===== src/hw/power_calc_pkg.sv =====
// Purpose: Shared constants and types of the shunt power calculation engine
// Assumes: 40 MHz system clock, 16-bit register words
// Notes: Conversion-time and averaging tables are indexed by the 3-bit setup fields
package power_calc_pkg;

	localparam logic [2:0] REG_SETUP = 3'h0;
	localparam logic [2:0] REG_SHUNT = 3'h1;
	localparam logic [2:0] REG_SUPPLY = 3'h2;
	localparam logic [2:0] REG_WATT = 3'h3;
	localparam logic [2:0] REG_AMP = 3'h4;
	localparam logic [2:0] REG_SCALE = 3'h5;

	localparam logic [15:0] SETUP_RESET = 16'h0127;
	localparam logic [15:0] SCALE_RESET = 16'h0000;
	localparam logic [15:0] RESULT_RESET = 16'h0000;
	localparam logic [15:0] SETUP_MASK = 16'h0fff;

	localparam int AVG_LSB = 9;
	localparam int BUS_CT_LSB = 6;
	localparam int SHUNT_CT_LSB = 3;

	localparam int CLK_MHZ = 40;
	localparam int CLK_PERIOD_NS = 25;
	localparam int CT_MIN_US = 140;
	localparam int CT_MAX_US = 8244;
	localparam int CT_US [8] = '{CT_MIN_US, 204, 332, 588, 1100, 2116, 4156, CT_MAX_US};
	localparam int AVG_SHIFT [8] = '{0, 2, 4, 6, 7, 8, 9, 10};

	localparam int SAMPLE_RATE_KHZ = 500;
	localparam int MOD_HALF_CYCLES = (CLK_MHZ * 1000) / (SAMPLE_RATE_KHZ * 2);

	localparam int CURRENT_SHIFT = 11;
	localparam logic [32:0] CURRENT_ROUND = 33'h0_0000_07ff;
	localparam logic [15:0] POWER_DIVISOR = 16'h4e20;
	localparam logic [5:0] DIV_STEPS = 6'h20;

	typedef struct packed {
		logic wrEn;
		logic rdEn;
		logic [2:0] addr;
		logic [15:0] wrData;
	} reg_req_t;

	typedef enum logic [1:0] {
		SEQ_SHUNT_CONV = 2'b00,
		SEQ_SHUNT_CALC = 2'b01,
		SEQ_BUS_CONV = 2'b10,
		SEQ_BUS_CALC = 2'b11
	} seq_state_t;

endpackage : power_calc_pkg


===== src/hw/power_quotient_unit.sv =====
// Purpose: Sequential unsigned division of a power product by the fixed power divisor
// Assumes: start is a one-cycle pulse, never given while busy
// Notes: Thirty-two steps, one quotient bit per clock
`timescale 1ns/1ps
module power_quotient_unit
	import power_calc_pkg::*;
(
	input wire logic clk,
	input wire logic sys_rst,
	input wire logic start,
	input wire logic [31:0] dividend,
	output logic [15:0] quotient,
	output logic done
);

	logic [15:0] rem_q;
	logic [31:0] quo_q;
	logic [5:0] cnt_q;
	logic busy_q;
	logic done_q;
	logic [15:0] trial;
	logic fits;

	assign trial = {rem_q[14:0], quo_q[31]};
	assign fits = trial >= POWER_DIVISOR;
	assign quotient = quo_q[15:0];
	assign done = done_q;

	always_ff @(posedge clk or posedge sys_rst) begin
		if (sys_rst) begin
			rem_q <= 16'h0000;
			quo_q <= 32'h0000_0000;
			cnt_q <= 6'h00;
			busy_q <= 1'b0;
			done_q <= 1'b0;
		end else begin
			done_q <= 1'b0;
			if (start) begin
				rem_q <= 16'h0000;
				quo_q <= dividend;
				cnt_q <= DIV_STEPS;
				busy_q <= 1'b1;
			end else if (busy_q) begin
				rem_q <= fits ? trial - POWER_DIVISOR : trial;
				quo_q <= {quo_q[30:0], fits};
				cnt_q <= cnt_q - 6'h01;
				if (cnt_q == 6'h01) begin
					busy_q <= 1'b0;
					done_q <= 1'b1;
				end
			end
		end
	end

endmodule : power_quotient_unit


===== src/hw/shunt_power_calc_engine.sv =====
// Purpose: Measurement sequencing and current/power arithmetic of a shunt monitor
// Assumes: Converter result words arrive from the analog domain and are synchronised here
// Notes: Register port is the internal side of the serial register pointer; read data lags one clock
`timescale 1ns/1ps
module shunt_power_calc_engine
	import power_calc_pkg::*;
#(
	parameter int CyclesPerUs = CLK_MHZ
) (
	input wire logic clk,
	input wire logic sys_rst,
	input wire reg_req_t regReq,
	output logic [15:0] regRdData,
	output logic regRdValid,
	input wire logic [15:0] shuntCode,
	input wire logic [15:0] supply_sense_input,
	output logic modClk,
	output logic convBusy
);

	function automatic logic [23:0] convCycles(input logic [2:0] sel);
		int cyc;
		cyc = CT_US[sel] * CyclesPerUs;
		return cyc[23:0];
	endfunction : convCycles

	function automatic logic [15:0] avgSigned(input logic signed [26:0] acc, input logic [2:0] sel);
		logic signed [26:0] sh;
		sh = acc >>> AVG_SHIFT[sel];
		return sh[15:0];
	endfunction : avgSigned

	logic [15:0] setup_q, scale_q, shuntRes_q, supplyRes_q, wattRes_q, ampRes_q;
	logic [15:0] regRdData_q;
	logic regRdValid_q;
	logic calWritten_q;
	logic [15:0] shuntSync1_q, shuntSync2_q, busSync1_q, busSync2_q;
	logic [7:0] modCnt_q;
	logic modClk_q;
	seq_state_t state_q;
	logic [23:0] timer_q;
	logic [10:0] sampleCnt_q;
	logic [15:0] shuntSample_q, curSample_q;
	logic [14:0] busSample_q;
	logic signed [26:0] shuntAcc_q, ampAcc_q;
	logic [25:0] busAcc_q, wattAcc_q;
	logic divStart_q;

	logic setupWr, scaleWr, timerDone, lastSample, divDone;
	logic [2:0] avgSel, shuntCtSel, busCtSel;
	logic [10:0] avgCount;
	logic signed [32:0] curProd, curAdj;
	logic [32:0] curShift;
	logic [15:0] curAbs, wattQuot, readMux;
	logic [31:0] wattProd;

	assign setupWr = regReq.wrEn && regReq.addr == REG_SETUP;
	assign scaleWr = regReq.wrEn && regReq.addr == REG_SCALE;
	assign avgSel = setup_q[AVG_LSB +: 3];
	assign busCtSel = setup_q[BUS_CT_LSB +: 3];
	assign shuntCtSel = setup_q[SHUNT_CT_LSB +: 3];
	assign avgCount = 11'h001 << AVG_SHIFT[avgSel];
	assign lastSample = sampleCnt_q == avgCount - 11'h001;
	assign timerDone = timer_q == 24'h000000;

	// Signed shunt times unsigned scale, negative products biased so the shift truncates toward zero
	assign curProd = $signed(shuntSync2_q) * $signed({1'b0, scale_q});
	assign curAdj = curProd[32] ? curProd + $signed(CURRENT_ROUND) : curProd;
	assign curShift = curAdj >>> CURRENT_SHIFT;
	assign curAbs = curSample_q[15] ? 16'h0000 - curSample_q : curSample_q;
	assign wattProd = curAbs * {1'b0, busSample_q};

	// Window sums including the sample that closes the window
	logic [25:0] busSum, wattSum;
	logic [15:0] busAvg, wattAvg;
	logic convBusy_q;

	assign busSum = busAcc_q + {11'h000, busSample_q};
	assign wattSum = wattAcc_q + {10'h000, wattQuot};
	assign busAvg = avgSigned($signed({1'b0, busSum}), avgSel);
	assign wattAvg = avgSigned($signed({1'b0, wattSum}), avgSel);

	always_comb begin
		unique case (regReq.addr)
			REG_SETUP: readMux = setup_q;
			REG_SHUNT: readMux = shuntRes_q;
			REG_SUPPLY: readMux = supplyRes_q;
			REG_WATT: readMux = wattRes_q;
			REG_AMP: readMux = ampRes_q;
			REG_SCALE: readMux = scale_q;
			default: readMux = 16'h0000;
		endcase
	end

	power_quotient_unit quotient (
		.clk(clk),
		.sys_rst(sys_rst),
		.start(divStart_q),
		.dividend(wattProd),
		.quotient(wattQuot),
		.done(divDone)
	);

	assign regRdData = regRdData_q;
	assign regRdValid = regRdValid_q;
	assign modClk = modClk_q;
	assign convBusy = convBusy_q;

	always_ff @(posedge clk or posedge sys_rst) begin
		if (sys_rst) begin
			setup_q <= SETUP_RESET;
			scale_q <= SCALE_RESET;
			calWritten_q <= 1'b0;
			regRdData_q <= 16'h0000;
			regRdValid_q <= 1'b0;
			convBusy_q <= 1'b0;
		end else begin
			// Continuous conversion only: busy from the first edge after reset
			convBusy_q <= 1'b1;
			regRdValid_q <= regReq.rdEn;
			if (regReq.rdEn) begin
				regRdData_q <= readMux;
			end
			if (setupWr) begin
				setup_q <= regReq.wrData & SETUP_MASK;
			end
			if (scaleWr) begin
				scale_q <= regReq.wrData;
				calWritten_q <= 1'b1;
			end
		end
	end

	// Analog-domain result words pass two flops before use
	always_ff @(posedge clk or posedge sys_rst) begin
		if (sys_rst) begin
			shuntSync1_q <= 16'h0000;
			shuntSync2_q <= 16'h0000;
			busSync1_q <= 16'h0000;
			busSync2_q <= 16'h0000;
		end else begin
			shuntSync1_q <= shuntCode;
			shuntSync2_q <= shuntSync1_q;
			busSync1_q <= supply_sense_input;
			busSync2_q <= busSync1_q;
		end
	end

	always_ff @(posedge clk or posedge sys_rst) begin
		if (sys_rst) begin
			modCnt_q <= 8'h00;
			modClk_q <= 1'b0;
		end else if (modCnt_q == 8'(MOD_HALF_CYCLES - 1)) begin
			modCnt_q <= 8'h00;
			modClk_q <= ~modClk_q;
		end else begin
			modCnt_q <= modCnt_q + 8'h01;
		end
	end

	always_ff @(posedge clk or posedge sys_rst) begin
		if (sys_rst) begin
			state_q <= SEQ_SHUNT_CONV;
			timer_q <= 24'h000000;
			sampleCnt_q <= 11'h000;
			shuntSample_q <= 16'h0000;
			curSample_q <= 16'h0000;
			busSample_q <= 15'h0000;
			shuntAcc_q <= 27'sh0;
			ampAcc_q <= 27'sh0;
			busAcc_q <= 26'h0;
			wattAcc_q <= 26'h0;
			divStart_q <= 1'b0;
			shuntRes_q <= RESULT_RESET;
			supplyRes_q <= RESULT_RESET;
			wattRes_q <= RESULT_RESET;
			ampRes_q <= RESULT_RESET;
		end else if (setupWr) begin
			// New settings restart the averaging window
			state_q <= SEQ_SHUNT_CONV;
			timer_q <= convCycles(regReq.wrData[SHUNT_CT_LSB +: 3]);
			sampleCnt_q <= 11'h000;
			shuntAcc_q <= 27'sh0;
			ampAcc_q <= 27'sh0;
			busAcc_q <= 26'h0;
			wattAcc_q <= 26'h0;
			divStart_q <= 1'b0;
		end else begin
			divStart_q <= 1'b0;
			unique case (state_q)
				SEQ_SHUNT_CONV: begin
					timer_q <= timer_q - 24'h000001;
					if (timerDone) begin
						shuntSample_q <= shuntSync2_q;
						curSample_q <= calWritten_q ? curShift[15:0] : 16'h0000;
						state_q <= SEQ_SHUNT_CALC;
					end
				end
				SEQ_SHUNT_CALC: begin
					shuntAcc_q <= shuntAcc_q + 27'($signed(shuntSample_q));
					ampAcc_q <= ampAcc_q + 27'($signed(curSample_q));
					timer_q <= convCycles(busCtSel);
					state_q <= SEQ_BUS_CONV;
				end
				SEQ_BUS_CONV: begin
					timer_q <= timer_q - 24'h000001;
					if (timerDone) begin
						busSample_q <= busSync2_q[14:0];
						divStart_q <= 1'b1;
						state_q <= SEQ_BUS_CALC;
					end
				end
				SEQ_BUS_CALC: begin
					if (divDone) begin
						busAcc_q <= busSum;
						wattAcc_q <= wattSum;
						timer_q <= convCycles(shuntCtSel);
						state_q <= SEQ_SHUNT_CONV;
						if (lastSample) begin
							// Averages reach the result registers only at window end
							sampleCnt_q <= 11'h000;
							shuntRes_q <= avgSigned(shuntAcc_q, avgSel);
							ampRes_q <= calWritten_q ? avgSigned(ampAcc_q, avgSel) : 16'h0000;
							supplyRes_q <= {1'b0, busAvg[14:0]};
							wattRes_q <= calWritten_q ? wattAvg : 16'h0000;
							shuntAcc_q <= 27'sh0;
							ampAcc_q <= 27'sh0;
							busAcc_q <= 26'h0;
							wattAcc_q <= 26'h0;
						end else begin
							sampleCnt_q <= sampleCnt_q + 11'h001;
						end
					end
				end
			endcase
		end
	end

endmodule : shunt_power_calc_engine


===== config.mk =====
export PLATFORM = sky130hd
export DESIGN_NAME = shunt_power_calc_engine
export DESIGN_NICKNAME = d
export VERILOG_FILES = /design/src/hw/power_calc_pkg.sv /design/src/hw/power_quotient_unit.sv /design/src/hw/shunt_power_calc_engine.sv
export SDC_FILE = /design/constraint.sdc
export NUM_CORES = 2
export LEC_CHECK = 0
export ABC_AREA = 1
export ABC_CLOCK_PERIOD_IN_PS = 15600
export BUFFER_PORTS_ARGS = -buffer_cell sky130_fd_sc_hd__buf_4
export CAP_MARGIN = 20
export CORE_MARGIN = 4
export CORE_UTILIZATION = 30
export CTS_CLUSTER_SIZE = 24
export DETAILED_ROUTE_END_ITERATION = 8
export GPL_TIMING_DRIVEN = 0
export HOLD_SLACK_MARGIN = 0.06
export PLACE_DENSITY = 0.49
export SYNTH_ARGS = -nofsm -noshare
export SYNTH_HDL_FRONTEND = slang
export SYNTH_SLANG_ARGS = --single-unit

===== constraint.sdc =====
create_clock -name clk -period 15.6 [get_ports clk]
set_input_delay 3.12 -clock clk [delete_from_list [all_inputs] [get_ports clk]]
set_output_delay 3.12 -clock clk [all_outputs]
set_load 0.005 [all_outputs]

* After elaboration in Yosys (flattened, before gate mapping)
Memories as Yosys holds them, arrays and structs flattened.
Index checks and enable logic that the tools add are counted.
** Cells by class
- Multiplexer cells :: 57
- Bitwise gates (word level) :: 6
- Add/sub/neg operators :: 12
- Reductions and logical operators :: 16
- Eq/ne operators :: 15
- Shifts and indexed selects :: 5
- Multiply operators :: 5
- Magnitude comparators :: 5
** Operator list (count)
- 2-to-1 mux 32 bit :: 10
- 2-to-1 mux 26 bit :: 8
- 2-to-1 mux 27 bit :: 5
- one-hot mux 27 bit (2 select lines) :: 2
- multiplier 32 x 4 -> 21 bit, second input constant :: 3
- one-hot mux 16 bit (6 select lines) :: 1
- >>> shifter 27 x 32 -> 16 bit :: 3
- one-hot mux 24 bit (3 select lines) :: 1
- 2-to-1 mux 16 bit :: 4
- adder 27 x 16 -> 27 bit :: 2
- 2-to-1 mux 24 bit :: 2
- 2-to-1 mux 15 bit :: 3
- 2-to-1 mux 11 bit :: 4
- multiplier 16 x 17 -> 33 bit :: 1
- << shifter 1 x 32 -> 11 bit, first input constant :: 1
- >>> shifter 27 x 32 -> 15 bit :: 1
- multiplier 16 x 15 -> 31 bit :: 1
- adder 27 x 12 -> 27 bit, second input constant :: 1
- adder 26 x 15 -> 26 bit :: 1
- adder 26 x 16 -> 26 bit :: 1
- logical NOT 24 bit :: 1
- subtractor 24 x 1 -> 24 bit, second input constant :: 1
- >= comparator 16 x 15 -> 1 bit, second input constant :: 1
- >= comparator 4 bit, second input constant :: 4
- other kinds (32) :: 59
** Storage, ports and cells
- Register bits after elaboration :: 427
- Memories kept :: 4
- Memory bits (read-only) :: 1024
- Logic and storage cells :: 157
** Memory list
- (name not given) :: words 8, width 32, rd ports 1, clocked after Yosys merged registers in 0, write ports 0, line shunt_power_calc_engine.sv:29 : sh = acc >>> AVG_SHIFT[sel];
- (name not given) :: words 8, width 32, rd ports 1, clocked after Yosys merged registers in 0, write ports 0, line shunt_power_calc_engine.sv:23 : cyc = CT_US[sel] * CyclesPerUs;
- (name not given) :: words 8, width 32, rd ports 1, clocked after Yosys merged registers in 0, write ports 0, line shunt_power_calc_engine.sv:23
- (name not given) :: words 8, width 32, rd ports 1, clocked after Yosys merged registers in 0, write ports 0, line shunt_power_calc_engine.sv:23

* Depth between registers and ports, before layout
- Depth after elaboration :: 11
- Gate-level depth with buffers :: 35

* Modules after synthesis
Synthesis repeated with hierarchy kept, for this count alone.
** Second synthesis, totals
- Cell total of the unflattened synthesis :: 6586
- Area total of the unflattened synthesis :: 46585.9 um2
** By module, submodules not included
- shunt_power_calc_engine :: cells an instance 6259, instances 1, sequential area each 9315.2 um2, area an instance 43788.2 um2
- power_quotient_unit :: cells an instance 327, instances 1, sequential area each 1376.3 um2, area an instance 2797.7 um2

* Least setup slack after synthesis
Ideal clock, no wire load.
- Kind :: register -> register
- Start point :: register curSample_q[0]
- End point :: register quotient.quo_q[25]
- Required time :: 15.482 ns
- Period minus slack after synthesis :: 6.720 ns
- Path buffers :: 1
- Library setup time :: 0.118 ns
- Data arrival time :: 6.602 ns
- Slack :: 8.880 ns
- Cell stages (with the launch flop) :: 34
- Cell sequence :: dfrtp_1 -> clkbuf_1 -> inv_1 -> ha_1 -> nand3_1 -> o41ai_2 -> o21ai_0 -> inv_1 -> o21ai_0 -> xnor2_1 -> nor2_1 -> fa_1 -> inv_1 -> fa_1 -> inv_1 -> fa_1 -> inv_1 -> fa_1 -> inv_1 -> fa_1 -> inv_1 -> fa_1 -> inv_1 -> ha_1 -> nand2_1 -> nand2_1 -> a31oi_1 -> o21ai_0 -> a21oi_1 -> o21bai_1 -> nand2_1 -> nand3_1 -> nand3_1 -> nand2_1
** Between the ends
- Cells in the longest elaborated chain, start to end :: 4
** RTL lines
- from (decl) :: line shunt_power_calc_engine.sv:43 : logic [15:0] shuntSample_q, curSample_q;
- from (signal assigned) :: line shunt_power_calc_engine.sv:195 : curSample_q <= calWritten_q ? curShift[15:0] : 16'h0000;
- subtractor 1 x 16 -> 16 bit :: line shunt_power_calc_engine.sv:70 : assign curAbs = curSample_q[15] ? 16'h0000 - curSample_q : curSample_q;
- 2-to-1 mux 16 bit * :: line shunt_power_calc_engine.sv:70
- multiplier 16 x 15 -> 31 bit * :: line shunt_power_calc_engine.sv:71 : assign wattProd = curAbs * {1'b0, busSample_q};
- 2-to-1 mux 32 bit * :: line power_quotient_unit.sv:38 : if (start) begin
- to (signal assigned) :: line power_quotient_unit.sv:40 : quo_q <= dividend;
- to (signal assigned) :: line power_quotient_unit.sv:45 : quo_q <= {quo_q[30:0], fits};
- to (decl) :: line power_quotient_unit.sv:17 : logic [31:0] quo_q;
Mark *: on every way between the ends. The rest lies on a longest branch, timed or not.
A chain may end at the register's enable or synchronous reset.

* Worst setup path in the final report
- Start point :: register curSample_q[15]
- End point :: register quotient.quo_q[17]
The elaborated chain is that of the path after synthesis.

==> results.txt <==
status - completed
Pre-antenna DRT Iters - 6
GR peak layer - met2
kind of end point of the critical path - flop
Final setup viols - 0
Max Cap Viol - 0
Period minus WS final - 8760 ps
share of cells above drive strength 1 - 4.23%
wire per inst - 18.4 um
Global Route met1 Usage - 27.4%
starting density of the core - 30.2%
crit path launch type - flop
Post-synth EDFFs - 0
critical path arrival - 9220 ps
largest net degree at the start of global routing - 124
post-place instance area - 0.0492 sq mm
first-pass GRT wire length - 248000 um
Max-slew headroom - 25.3%
Synth Warn # - 0
Avg Cell Area, Syn - 7.14 sq um
Slew @ Worst Pin - 1120 ps
sequential area share after synthesis - 23.3%
leading area contributor after synthesis - dfrtp_1
grt met2 use - 33.2%
Cells after Synth - 6431
worst skew pair latency - 690 ps
Area Overhead vs Synth - 11.3%
Max Slew Vio Count - 0
asr flop ratio synth - 100%
cts-stage hold buffer count - 0
number of top-level pins - 74
met3 Track Usage GR - 2.41%
commonest non-fill, non-tap cell in the layout - nand2_1
DP HPWL - 130000 um
num rows - 143
post-CTS setup buffer count - 0
TritonCTS Buffers - 55
Period Utilization, post-route - 56.1%
vias in the first global route - 41800
flops & latches, synth - 427
Cell Area, Synth - 0.0459 sq mm
Global Route Usage Sum - 20.0%
initial antenna violation count - 1
Synth top area share - 23.0%
clk root buf - clkbuf_16
grt ovf - 0
post_cts resized - 0
RSZ-0062 raised after global routing - no
H-Tree Depth - 2
TritonCTS clock tree - yes
Distinct cells, synth - 61
post-route antenna net violation count - 0
WS Path Type - reg2reg
Nets - 7363
Remaining DRCs - 0
Die W - 399 um
crit path max fanout - 12
Primary FF master, synth - dfrtp_1
Post-Route WL - 159000 um
final instance area - 0.0511 sq mm
synth top area cells - dfrtp_1 (23%), fa_1 (16%), nand2_1 (15%)
clk_skew - 88.9 ps
maximum clock path buffer count - 3
vias post-DR - 42300
Die Area - 0.159 sq mm
HP Class - reg2reg
worst endpoint required time - 16060 ps
Via density - 4.88
Final Hold Vio Count - 0
# clock sinks - 427
Max Freq - 114 MHz
RePlAce Congestion - 0.918
Initial DRC Count - 3338
die span in y - 399 um
clk slew on worst S/H paths - 60 ps
number of I/O port buffers - 72
Core ar. - 0.152 sq mm
most frequent cells in the layout - nand2_1 (1827), inv_1 (1138), nor2_1 (478)
[registers in the layout, indices dropped and copies added (netlist names), 16 cells and up]
name            flops
ampAcc_q           27
shuntRes_q         16
shuntSample_q      16
busAcc_q           26
shuntSync1_q       16
curSample_q        16
wattRes_q          16
scale_q            16
quotient.quo_q     32
shuntAcc_q         27
regRdData          16
timer_q            24
wattAcc_q          26
shuntSync2_q       16
ampRes_q           16
[stage by stage]
stage	hold WS, ps	TNS (ps)	util, %	cells	setup slack (ps)
2_1_floorplan	331	0	-	6437	598
3_3_place_gp	333	-2300720	32.2	8539	-5500
3_5_place_dp	335	0	32.3	8547	6950
4_1_cts	344	0	33.6	8650	6830
5_1_grt	351	0	33.6	8650	6310
6_report	343	0	33.6	8652	6840
[final cells by class]
cell class,count,area [sq um]
Fill cell,16500,101000
Timing Repair Buffer,80,688
Sequential cell,427,10700
Multi-Input combinational cell,4618,29900
Clock inverter,31,424
Inverter,1161,4370
Antenna cell,2,5.00
Clock buffer,72,1500
Tap cell,2030,2540
Buffer,231,941
[routing by layer]
layer | up-vias | wire length, um
met5 | - | 0
met4 | 0 | 4540
met3 | 200 | 7840
met2 | 968 | 74800
met1 | 20500 | 72000
li1 | 20600 | -
[critical path, cell delays in order, from the launching register on]
cell	delay, ps
dfrtp_1	690
clkbuf_1	610
inv_1	240
o21ai_0	330
xor2_1	810
clkinv_1	660
nor2_1	310
fa_1	420
inv_1	100
fa_1	400
inv_1	90
fa_1	410
inv_1	90
fa_1	430
fa_1	510
inv_1	50
fa_1	470
ha_1	380
nand2_1	60
o21ai_0	580
nand2_1	190
nand2_1	190
nand2_1	70
nand2_1	100
a21oi_1	60
o21ai_0	150
o211ai_1	130
[kinds of logic (layout without fill, tap and decap cells)]
family                   after synthesis  in the layout  share of synthesized area [%]
AND/OR/NAND/NOR                     2925           2925                           26.1
buffers and inverters               1392           1575                           11.5
AO/OA/AOI/OAI                        862            862                           11.1
adder cells (fa/ha/maj)              734            734                           26.2
flip-flops                           427            427                           23.3
XOR/XNOR                              64             64                           1.22
multiplexers                          25             25                          0.551
other                                  2             10                         0.0164
[Yosys cell counts (26+ instances only)]
cell type and count:
nand2_1 1827, inv_1 1139, nor2_1 478, nand3_1 424, dfrtp_1 422, fa_1 378, ha_1 356, o21ai_0 328
a21oi_1 224, clkbuf_1 185, nand4_1 76, o22ai_1 50, nor3_1 42, xor2_1 42, o211ai_1 40, o221ai_1 33
or2_2 33, o21ai_1 26
[path summary, 6_finish.rpt]
check / start / slack, ps / to / cells after the start
worst max-delay path: curSample_q[15]$_DFFE_PP0P_ / 6840 / quotient.quo_q[17]$_DFFE_PP0P_ / 26
min in group asynchronous: sys_rst / 2560 / regRdValid$_DFF_PP0_ / 2
worst max register to register: curSample_q[15]$_DFFE_PP0P_ / 6840 / quotient.quo_q[17]$_DFFE_PP0P_ / 26
worst min register to register: busSync1_q[13]$_DFF_PP0_ / 340 / busSync2_q[13]$_DFF_PP0_ / 0
max in group asynchronous: sys_rst / 11420 / quotient.rem_q[2]$_DFFE_PP0P_ / 4
worst min-delay path: busSync1_q[13]$_DFF_PP0_ / 340 / busSync2_q[13]$_DFF_PP0_ / 0
Power is left out: the tool's default activity adds up to more than one toggle a clock period on the data nets, which glitch-free logic cannot reach.
